<file path="config.mk">
export PLATFORM = sky130hd
export DESIGN_NAME = erx_rx
export DESIGN_NICKNAME = d
export VERILOG_FILES = /design/src/logic/erx_pkg.sv /design/src/logic/erx_fifo.sv /design/src/logic/erx_rx.sv
export VERILOG_INCLUDE_DIRS = /design/src /design/src/logic
export SDC_FILE = /design/constraint.sdc
export NUM_CORES = 1
export LEC_CHECK = 0
export BUFFER_PORTS_ARGS = -buffer_cell sky130_fd_sc_hd__buf_2
export CAP_MARGIN = 10
export CORE_UTILIZATION = 45
export CTS_CLUSTER_DIAMETER = 30
export CTS_CLUSTER_SIZE = 14
export DETAILED_ROUTE_END_ITERATION = 6
export PLACE_DENSITY_LB_ADDON = 0.08
export REMOVE_ABC_BUFFERS = 1
export SLEW_MARGIN = 20
export SYNTH_ARGS = -nofsm -noshare
export SYNTH_HDL_FRONTEND = slang
export SYNTH_SLANG_ARGS = --single-unit
export TNS_END_PERCENT = 10
</file>
<file path="constraint.sdc">
create_clock -name clk_in -period 8.7 [get_ports clk_in]
set_input_delay 0.87 -clock clk_in [delete_from_list [all_inputs] [get_ports clk_in]]
set_output_delay 0.87 -clock clk_in [all_outputs]
set_load 0.01 [all_outputs]
</file>
<file path="src/logic/erx_map.svh">
`ifndef ERX_MAP_SVH
`define ERX_MAP_SVH

// Core clock
`define ERX_CLK_MHZ 25
// Internal receive clock period, and its length in core cycles
`define ERX_INT_PERIOD_NS 320
`define ERX_INT_DIV ((`ERX_INT_PERIOD_NS * `ERX_CLK_MHZ) / 1000)
// Dead time of the clock changeover, least time, rounded up
`define ERX_GAP_NS 80
`define ERX_GAP_CYC ((`ERX_GAP_NS * `ERX_CLK_MHZ + 999) / 1000)

// Bit positions of the pin synchroniser vectors
`define ERX_PIN_CLK 0
`define ERX_PIN_EN 1
`define ERX_PIN_DAT 2
`define ERX_PIN_ERR 3

// FIFO word layout and shape
`define ERX_WORD_W 10
`define ERX_WORD_LAST 9
`define ERX_WORD_ERR 8
`define ERX_FIFO_DEPTH 16

`endif

</file>
<file path="src/logic/erx_pkg.sv">
package erx_pkg;

	// Clock changeover states, Gray coded around the loop
	typedef enum logic [1:0] {
		ERX_SEL_INT = 2'h0,
		ERX_SEL_TO_EXT = 2'h1,
		ERX_SEL_EXT = 2'h3,
		ERX_SEL_TO_INT = 2'h2
	} erx_sel_t;

	typedef struct packed {
		logic [3:0] pin_s1;
		logic [3:0] pin_s2;
		logic [3:0] pin_s3;
		logic [3:0] lvl;
		erx_sel_t sel;
		logic [3:0] gap_cnt;
		logic [7:0] div_cnt;
		logic int_tick;
		logic bit_tick;
		logic frame;
		logic [7:0] shreg;
		logic [2:0] bit_cnt;
		logic [7:0] hold;
		logic hold_vld;
		logic err_seen;
		logic overrun;
		logic push_vld;
		logic [9:0] push_word;
		logic ext_sel;
		logic tick;
	} erx_rx_st_t;

endpackage : erx_pkg

</file>
<file path="src/logic/erx_fifo.sv">
`timescale 1ns/1ns
`include "erx_map.svh"

module erx_fifo #(
	parameter int W = `ERX_WORD_W,
	parameter int D = `ERX_FIFO_DEPTH
) (
	input wire logic clk_in,
	input wire logic rst_b_in,
	input wire logic in_valid_in,
	input wire logic [W-1:0] in_data_in,
	output logic in_ready_out,
	output logic out_valid_out,
	output logic [W-1:0] out_data_out,
	input wire logic out_ready_in
);
	localparam int AW = $clog2(D);

	typedef struct packed {
		logic [D-1:0][W-1:0] mem;
		logic [AW:0] wp;
		logic [AW:0] rp;
		logic ovld;
		logic [W-1:0] odata;
	} erx_fifo_st_t;

	erx_fifo_st_t st_ff;
	erx_fifo_st_t nxt_st;
	logic [AW:0] fill;
	logic full;
	logic empty;

	// Fill level from the wrap-extended pointers
	assign fill = st_ff.wp - st_ff.rp;
	assign full = (fill == (AW + 1)'(D));
	assign empty = (fill == '0);
	assign in_ready_out = !full;
	assign out_valid_out = st_ff.ovld;
	assign out_data_out = st_ff.odata;

	// Output register refills whenever drained, so the reader sees no bubble
	always_comb begin
		nxt_st = st_ff;
		if (in_valid_in && !full) begin
			nxt_st.mem[st_ff.wp[AW-1:0]] = in_data_in;
			nxt_st.wp = st_ff.wp + 1'b1;
		end
		if (st_ff.ovld && out_ready_in) begin
			nxt_st.ovld = 1'b0;
		end
		if (!empty && (!st_ff.ovld || out_ready_in)) begin
			nxt_st.odata = st_ff.mem[st_ff.rp[AW-1:0]];
			nxt_st.ovld = 1'b1;
			nxt_st.rp = st_ff.rp + 1'b1;
		end
	end

	// State register
	always_ff @(posedge clk_in or negedge rst_b_in) begin
		if (!rst_b_in) begin
			st_ff <= '0;
		end else begin
			st_ff <= nxt_st;
		end
	end

endmodule : erx_fifo

</file>
<file path="src/logic/erx_rx.sv">
`timescale 1ns/1ns
`include "erx_map.svh"

////////////////////////////////////////////////////////////////////////////////
////////////////////////////////////////////////////////////////////////////////

module erx_rx (
	input wire logic clk_in,
	input wire logic rst_b_in,
	input wire logic rx_clk_in,
	input wire logic receive_enable_input_in,
	input wire logic rx_data_in,
	input wire logic receive_error_input_in,
	input wire logic loopback_in,
	input wire logic lb_frame_in,
	input wire logic lb_bit_valid_in,
	input wire logic lb_bit_in,
	output logic [7:0] rx_byte_out,
	output logic rx_last_out,
	output logic rx_crc_err_out,
	output logic rx_valid_out,
	input wire logic rx_ready_in,
	output logic rx_ext_clk_sel_out,
	output logic rx_clk_tick_out,
	output logic rx_frame_out,
	output logic rx_overrun_out
);

	erx_pkg::erx_rx_st_t st_ff;
	erx_pkg::erx_rx_st_t nxt_st;
	logic fifo_ready;
	logic [`ERX_WORD_W-1:0] fifo_word;

	// Pack one FIFO word
	function automatic logic [`ERX_WORD_W-1:0] erx_word(
		input logic last,
		input logic err,
		input logic [7:0] data
	);
		erx_word = {last, err, data};
	endfunction : erx_word

	////////////////////////////////////////////////////////////////////////////
	// Receive state
	always_comb begin
		logic [3:0] new_lvl;
		logic ext_rise;
		logic src_en;
		logic src_strobe;
		logic src_bit;
		logic [7:0] new_byte;
		logic push_busy;
		new_lvl = '0;
		ext_rise = 1'b0;
		src_en = 1'b0;
		src_strobe = 1'b0;
		src_bit = 1'b0;
		new_byte = '0;
		push_busy = 1'b0;
		nxt_st = st_ff;

		// Three-stage pin sampling; a level counts once stages two and three agree
		nxt_st.pin_s1 = {receive_error_input_in, rx_data_in, receive_enable_input_in, rx_clk_in};
		nxt_st.pin_s2 = st_ff.pin_s1;
		nxt_st.pin_s3 = st_ff.pin_s2;
		for (int i = 0; i < 4; i++) begin
			new_lvl[i] = (st_ff.pin_s2[i] == st_ff.pin_s3[i]) ? st_ff.pin_s3[i] : st_ff.lvl[i];
		end
		nxt_st.lvl = new_lvl;
		ext_rise = new_lvl[`ERX_PIN_CLK] && !st_ff.lvl[`ERX_PIN_CLK];

		// Pushed word leaves once the FIFO takes it
		push_busy = st_ff.push_vld && !fifo_ready;
		nxt_st.push_vld = push_busy;

		// Clock select: edges pass only in the settled states
		nxt_st.int_tick = 1'b0;
		nxt_st.bit_tick = 1'b0;
		if (st_ff.gap_cnt != 4'h0) begin
			nxt_st.gap_cnt = st_ff.gap_cnt - 4'h1;
		end
		unique case (st_ff.sel)
			erx_pkg::ERX_SEL_INT: begin
				// Internal divider runs the idle receive logic
				if (st_ff.div_cnt == 8'(`ERX_INT_DIV - 1)) begin
					nxt_st.div_cnt = 8'h00;
					nxt_st.int_tick = 1'b1;
				end else begin
					nxt_st.div_cnt = st_ff.div_cnt + 8'h01;
				end
				if (new_lvl[`ERX_PIN_EN] && !loopback_in) begin
					nxt_st.sel = erx_pkg::ERX_SEL_TO_EXT;
					nxt_st.gap_cnt = 4'(`ERX_GAP_CYC);
				end
			end
			erx_pkg::ERX_SEL_TO_EXT: begin
				// Dead time: neither source reaches the logic
				if (st_ff.gap_cnt == 4'h0) begin
					nxt_st.sel = erx_pkg::ERX_SEL_EXT;
				end
			end
			erx_pkg::ERX_SEL_EXT: begin
				nxt_st.bit_tick = ext_rise && new_lvl[`ERX_PIN_EN];
				// Enable low blocks stray edges at once, before the switch settles
				if (!new_lvl[`ERX_PIN_EN] || loopback_in) begin
					nxt_st.bit_tick = 1'b0;
					nxt_st.sel = erx_pkg::ERX_SEL_TO_INT;
					nxt_st.gap_cnt = 4'(`ERX_GAP_CYC);
				end
			end
			erx_pkg::ERX_SEL_TO_INT: begin
				// Late framer pulses land here and are dropped
				if (st_ff.gap_cnt == 4'h0) begin
					nxt_st.sel = erx_pkg::ERX_SEL_INT;
					nxt_st.div_cnt = 8'h00;
				end
			end
		endcase

		// Source mux: looped data never looks at the pins
		if (loopback_in) begin
			src_en = lb_frame_in;
			src_strobe = lb_bit_valid_in && lb_frame_in;
			src_bit = lb_bit_in;
		end else begin
			src_en = new_lvl[`ERX_PIN_EN];
			src_strobe = st_ff.bit_tick;
			src_bit = st_ff.lvl[`ERX_PIN_DAT];
		end
		nxt_st.frame = src_en;

		// Frame start clears per-frame status
		if (src_en && !st_ff.frame) begin
			nxt_st.bit_cnt = 3'h0;
			nxt_st.hold_vld = 1'b0;
			nxt_st.err_seen = 1'b0;
			nxt_st.overrun = 1'b0;
		end

		// Error input counts only on a pin-fed frame
		if (st_ff.frame && !loopback_in && st_ff.lvl[`ERX_PIN_ERR]) begin
			nxt_st.err_seen = 1'b1;
		end

		// Byte assembly, LSB first
		if (st_ff.frame && src_strobe) begin
			new_byte = {src_bit, st_ff.shreg[7:1]};
			nxt_st.shreg = new_byte;
			nxt_st.bit_cnt = st_ff.bit_cnt + 3'h1;
			if (st_ff.bit_cnt == 3'h7) begin
				// One byte is held back so the last one can be marked
				if (st_ff.hold_vld) begin
					if (push_busy) begin
						nxt_st.overrun = 1'b1;
					end else begin
						nxt_st.push_vld = 1'b1;
						nxt_st.push_word = erx_word(1'b0, 1'b0, st_ff.hold);
					end
				end
				nxt_st.hold = new_byte;
				nxt_st.hold_vld = 1'b1;
			end
		end

		// Frame end flushes the held byte with the frame status; partial bits drop
		if (st_ff.frame && !src_en) begin
			if (st_ff.hold_vld) begin
				if (push_busy) begin
					nxt_st.overrun = 1'b1;
				end else begin
					nxt_st.push_vld = 1'b1;
					nxt_st.push_word = erx_word(1'b1, st_ff.err_seen, st_ff.hold);
				end
			end
			nxt_st.hold_vld = 1'b0;
		end

		// Status outputs get their own flops, so no decode logic reaches a pin
		nxt_st.ext_sel = (nxt_st.sel == erx_pkg::ERX_SEL_EXT);
		nxt_st.tick = nxt_st.bit_tick | nxt_st.int_tick;
	end

	// State register
	always_ff @(posedge clk_in or negedge rst_b_in) begin
		if (!rst_b_in) begin
			st_ff <= '0;
		end else begin
			st_ff <= nxt_st;
		end
	end

	////////////////////////////////////////////////////////////////////////////
	// Byte FIFO; a stalled reader holds the push word and then flags overrun
	erx_fifo #(
		.W(`ERX_WORD_W),
		.D(`ERX_FIFO_DEPTH)
	) u_fifo (
		.clk_in(clk_in),
		.rst_b_in(rst_b_in),
		.in_valid_in(st_ff.push_vld),
		.in_data_in(st_ff.push_word),
		.in_ready_out(fifo_ready),
		.out_valid_out(rx_valid_out),
		.out_data_out(fifo_word),
		.out_ready_in(rx_ready_in)
	);

	// Outputs, all from state flip-flops
	assign rx_byte_out = fifo_word[7:0];
	assign rx_last_out = fifo_word[`ERX_WORD_LAST];
	assign rx_crc_err_out = fifo_word[`ERX_WORD_ERR];
	assign rx_ext_clk_sel_out = st_ff.ext_sel;
	assign rx_clk_tick_out = st_ff.tick;
	assign rx_frame_out = st_ff.frame;
	assign rx_overrun_out = st_ff.overrun;

endmodule : erx_rx

</file>
# Yosys cells after proc, flatten, opt, wreduce, memory -nomap -nowiden
# Index checks and enable logic that the tools add are counted.
[totals]
output_inout_bits = 15
reg_bits = 248
wordCells = 138
inputBits = 11
[classes]
n_addsub = 6
order_cmp = 3
bitwise_logic = 1
n_reduce_logical = 34
mux = 41
eq_ne = 12
[op_table]
columns = ["cell", "n"]
rows = [
  ["$bwmux 160", 1],
  ["$mux 12", 6],
  ["$bmux 10 s4", 1],
  ["$demux 10 s4", 1],
  ["$mux 10", 3],
  ["$mux 11", 2],
  ["$mux 8", 2],
  ["$pmux 8 s2", 1],
  ["$logic_and 1x1->1", 14],
  ["$mux 1", 14],
  ["$mux 6", 2],
  ["$add 5x1->5 const B", 2],
  ["$lt 4x5->1 const B", 2],
  ["$mux 9", 1],
  ["$add 8x1->8 const B", 1],
  ["$eq 8x3->1 const B", 1],
  ["$logic_not 1->1", 8],
  ["$pmux 2 s4", 1],
  ["$pmux 4 s2", 1],
  ["$reduce_bool 2->1", 4],
  ["$eq 2x2->1 const B", 3],
  ["$mux 3", 2],
  ["$eq 5x5->1 const B", 1],
  ["$logic_not 5->1", 1],
  ["other kinds (16)", 22],
]

# Logic depth before layout (Yosys ltp)
[depth]
depth_word = 12
ltp_mapped = 13
ltp_nobuf = 8

# Modules after synthesis
# From an unflattened synthesis, not the netlist that was laid out.
[unflattened]
cells_unflattened = 752
area_unflattened_um2 = 11259.5
[modules_own_cells]
columns = ["mod", "seq_area_each_um2", "area_each_um2", "instances", "cells_per_inst"]
rows = [
  ["erx_fifo", 4529.3, 8515.7, 1, 519],
  ["erx_rx", 1651.6, 2743.9, 1, 233],
]

# Least setup slack after synthesis
# No wires, ideal clock.
[synth_path]
kind = "register -> register"
start = "reg u_fifo.st_ff[13] in the netlist's numbering"
end = "reg u_fifo.st_ff[17] in the netlist's numbering"
path_stages_with_launch = 14
t_required_ns = 8.575
t_arrival_ns = 3.207
path_slack_ns = 5.368
path_buffers = 5
path_cell_list = "dfrtp_1 clkbuf_1 buf_1 inv_1 clkbuf_1 ha_1 or2_1 o31a_1 xor2_2 a2111oi_4 buf_6 buf_12 nand2b_1 mux2_2"
[synth_via]
elab_chain_len = 4
[synth_lines]
columns = ["element", "line", "text"]
rows = [
  ["from (decl)", "erx_fifo.sv:27", "erx_fifo_st_t st_ff;"],
  ["from (signal assigned)", "erx_fifo.sv:63", "st_ff <= nxt_st;"],
  ["$sub 5x5->5", "erx_fifo.sv:34", "assign fill = st_ff.wp - st_ff.rp;"],
  ["$eq 5x5->1", "erx_fifo.sv:35", "assign full = (fill == (AW + 1)'(D));"],
  ["$logic_not 1->1", "-", ""],
  ["$logic_and 1x1->1", "erx_fifo.sv:44", "if (in_valid_in && !full) begin"],
]
# Every way passes these cells.
# A chain may end at the register's enable or synchronous reset.

# Final worst setup path
[layout_path]
start = "reg u_fifo.st_ff[11] in the netlist's numbering"
end = "reg u_fifo.st_ff[140] in the netlist's numbering"
# Same word-level chain as after synthesis.

==> out/metrics.csv <==
stage;metric;value;unit
finish;final_nets;874;
global_routing;grt_usage;0.203;
route;wl;24700;um
logic_synthesis;avgSynthCellArea;13.9;sq um
setup_path;r2r_end;u_fifo.st_ff[140]$_DFFE_PN0P_;
sta;setup_violations;0;
setup_path;reg2reg_from;u_fifo.st_ff[11]$_DFFE_PN0P_;
floorplan;start_util;0.459;
finish;final_cell_mix;dfrtp_1, mux2_2, nand2_1;
sta;hold_viol;0;
cts;cts_tree;built;
hold_path;min-delay-start;nxt_st[63]$_DFF_PN0_;
setup_path;path_cells;buf_4 -> ha_1 -> nor2b_4 -> o211ai_1 -> nand3_1 -> a2111oi_4 -> buf_4 -> or3_1 -> mux2_2;
setup_path;crit_type;reg -> reg;
hold_path;hold_path.class;reg -> reg;
route;via_per_inst;5.44;
floorplan;row_count;57;
cts;cts.sinks;247;
cts;cts_buffers;54;
sta;whs;0.348;ns
route;drc_errors;0;
cts;htreeDepth;2;
global_routing;antenna_found_initial;0;
route;vias;6599;
sta;skew;0.0123;ns
pwr;vdd_drop_max;0.000168;V
job;cap_violations;0;
logic_synthesis;synth_ff_type;dfrtp_1;
floorplan;die-area;0.0255;sq mm
sta;final-max-slew-violation-count;0;
hold_path;min_to;nxt_st[59]$_DFF_PN0_;
sta;worstMarginPinSlew;1.01;ns
logic_synthesis;synth-edff-count;0;
pwr;power.density;301;mW/mm^2
outcome;status;completed;
setup_path;crit_required;9.13;ns
finish;final_cell_count_no_fill;1214;
logic_synthesis;ys_ff_latch;247;
logic_synthesis;syn_area;0.0112;sq mm
route;ant_nets;0;
setup_path;crit_family;buffers and inverters;
logic_synthesis;yosysWarnings;0;
cts;cts_root_buf;clkbuf_16;
finish;finish.utilization;0.551;
global_routing;grt_pass1_wl;40100;um
sta;fmax;267;MHz
setup_path;crit_path_max_incr_delay;0.70;ns
sta;tns;0;ns
setup_path;critPathArrivalTime;4.17;ns
setup_path;reg2reg_depth;9;
sta;max-slew-margin-rel;0.322;
setup_path;cp_common_cell;buf_4;
floorplan;pin_count;26;
logic_synthesis;ys_async_sr_fraction;1.00;
place;post-place-ws;4.93;ns
place;portBuffers;25;
cts;post_cts_buffers;0;
cts;clock_latency;0.56;ns
sta;finalCriticalPeriod;3.74;ns
setup_path;ff2ff_setup_slack;4.96;ns
setup_path;crit_buf_inv;2;
global_routing;grt_pass1_vias;7185;
setup_path;critPathMaxFanout;44;
cts;clk_pin_slew;0.05;ns
route;drt_iter0_drc;303;
cts;cts_hold_buf;0;
logic_synthesis;syn_inst;808;
finish;final_common_cell;dfrtp_1;
floorplan;die_height;160;um
floorplan;core;0.0244;sq mm
hold_path;holdPathStages;0;
place;dp_hpwl;15300;um
setup_path;cp-start-kind;flop;
logic_synthesis;yosysSeqAreaShare;0.552;
floorplan;die_w;160;um
cts;cts.path.max_buffers;3;
setup_path;crit_slowest_cell;buf_4;
sta;finalWorstSetupSlack;4.96;ns
finish;antenna_cells;0;
finish;syn2layout_area_growth;20.1;%
finish;drive_above_1_share;0.409;
route;wl_per_cell;20.4;um
global_routing;grt-ovfl-total;0;
pwr;p_leak;6.39;nW
cts;cts_resized;0;
route;drtPass1Iterations;4;
sta;timing.final.crit_share;0.430;
setup_path;endpoint_kind;flop;
place;dp.cells;1114;
place;gp_congestion;0.842;
sta;rsz0062_at_grt;no;
global_routing;grt_max_degree;105;
logic_synthesis;yosysUniqueCellTypes;53;
==> per-layer routing <==
metal,global-route usage,share of wire,vias to the layer above
li1,-,-,2984
met4,0.0660,0.021,0
met3,0.0364,0.037,45
met1,0.274,0.45,3438
met5,0,0,-
met2,0.332,0.49,132
==> stage by stage <==
step | total power (W) | cell area [sq um]
after floorplan | 0.00175 | 10900
after global placement | 0.00195 | 11500
after detailed placement | 0.00197 | 11500
after CTS | 0.00409 | 13400
after global routing | 0.00422 | 13400
final | 0.00404 | 13400
==> Yosys cell counts (all sizes together), types with 2 or more instances <==
library cell  instances  area share
a21o                  2      0.0013
a21oi                11      0.0059
a31oi                11      0.0061
and2                  2      0.0011
and3                 15      0.0084
buf                  26       0.016
clkbuf               23      0.0077
dfrtp               247        0.55
ha                   17       0.019
inv                  17      0.0057
maj3                  4      0.0036
mux2                185        0.19
mux4                 40       0.080
nand2                90       0.030
nand2b                9      0.0050
nand3                 7      0.0031
nand3b                3      0.0020
nand4                 4      0.0022
nand4b                2      0.0016
nor2                 16      0.0056
nor2b                 5      0.0035
nor3                 13       0.012
o21ai                21      0.0094
o22ai                 2      0.0011
or2                   3      0.0017
or3                   3      0.0017
or4                   4      0.0027
xnor2                 8      0.0063
xor2                  8      0.0069
==> worst register-to-register path, stage by stage (launching register included) <==
cell       delay (ns)
dfrtp_2          0.34
buf_4            0.70
ha_1             0.36
nor2b_4          0.05
o211ai_1         0.22
nand3_1          0.23
a2111oi_4        0.39
buf_4            0.38
or3_1            0.54
mux2_2           0.41
==> how the worst max path moves through the flow <==
stage               cells after the start                         start                            end
floorplan                               7  u_fifo.st_ff[11]$_DFFE_PN0P_  u_fifo.st_ff[100]$_DFFE_PN0P_
finish                                  9  u_fifo.st_ff[11]$_DFFE_PN0P_  u_fifo.st_ff[140]$_DFFE_PN0P_
detailed placement                      9  u_fifo.st_ff[11]$_DFFE_PN0P_   u_fifo.st_ff[57]$_DFFE_PN0P_
CTS                                     9  u_fifo.st_ff[11]$_DFFE_PN0P_   u_fifo.st_ff[53]$_DFFE_PN0P_
global placement                        9  u_fifo.st_ff[11]$_DFFE_PN0P_  u_fifo.st_ff[138]$_DFFE_PN0P_
global route                            9  u_fifo.st_ff[11]$_DFFE_PN0P_   u_fifo.st_ff[94]$_DFFE_PN0P_
==> layout make-up <==
| type | count | area, sq um |
|---|---|---|
| clock inverter | 25 | 373 |
| fill | 2023 | 10900 |
| sequential | 247 | 6180 |
| timing repair buffer | 31 | 184 |
| inverter | 17 | 63.8 |
| multi-input combinational | 495 | 4700 |
| tap | 324 | 405 |
| clock buffer | 75 | 1540 |
==> power breakdown <==
group	leakage (nW)	internal [W]	switching [W]
Sequential	3.34	0.00123	0.0000569
Clock	0.947	0.00146	0.000629
Combinational	2.10	0.000262	0.000406
Total	6.39	0.00295	0.00109
==> cells by family (layout without fill, tap and decap cells) <==
family	count (synthesis)	count (layout)	synth area share
and+or+nand+nor	178	178	0.0819
AOI/OAI and AO/OA	54	54	0.0314
xor gates and xnor gates	16	16	0.0132
muxes	226	226	0.270
DFF	247	247	0.552
adders and majority gates	21	21	0.0226
buffers and inverters	66	148	0.0289
==> sequential cells by signal, summed over array words and instances (netlist names) <==
register / cells
st_ff: 54
u_fifo.st_ff: 170
rx_overrun_out: 1
rx_clk_tick_out: 1
rx_ext_clk_sel_out: 1
u_fifo.out_data_out: 10
rx_frame_out: 1
nxt_st: 8
u_fifo.out_valid_out: 1
Note: power is estimated with default switching activity, not from simulation.
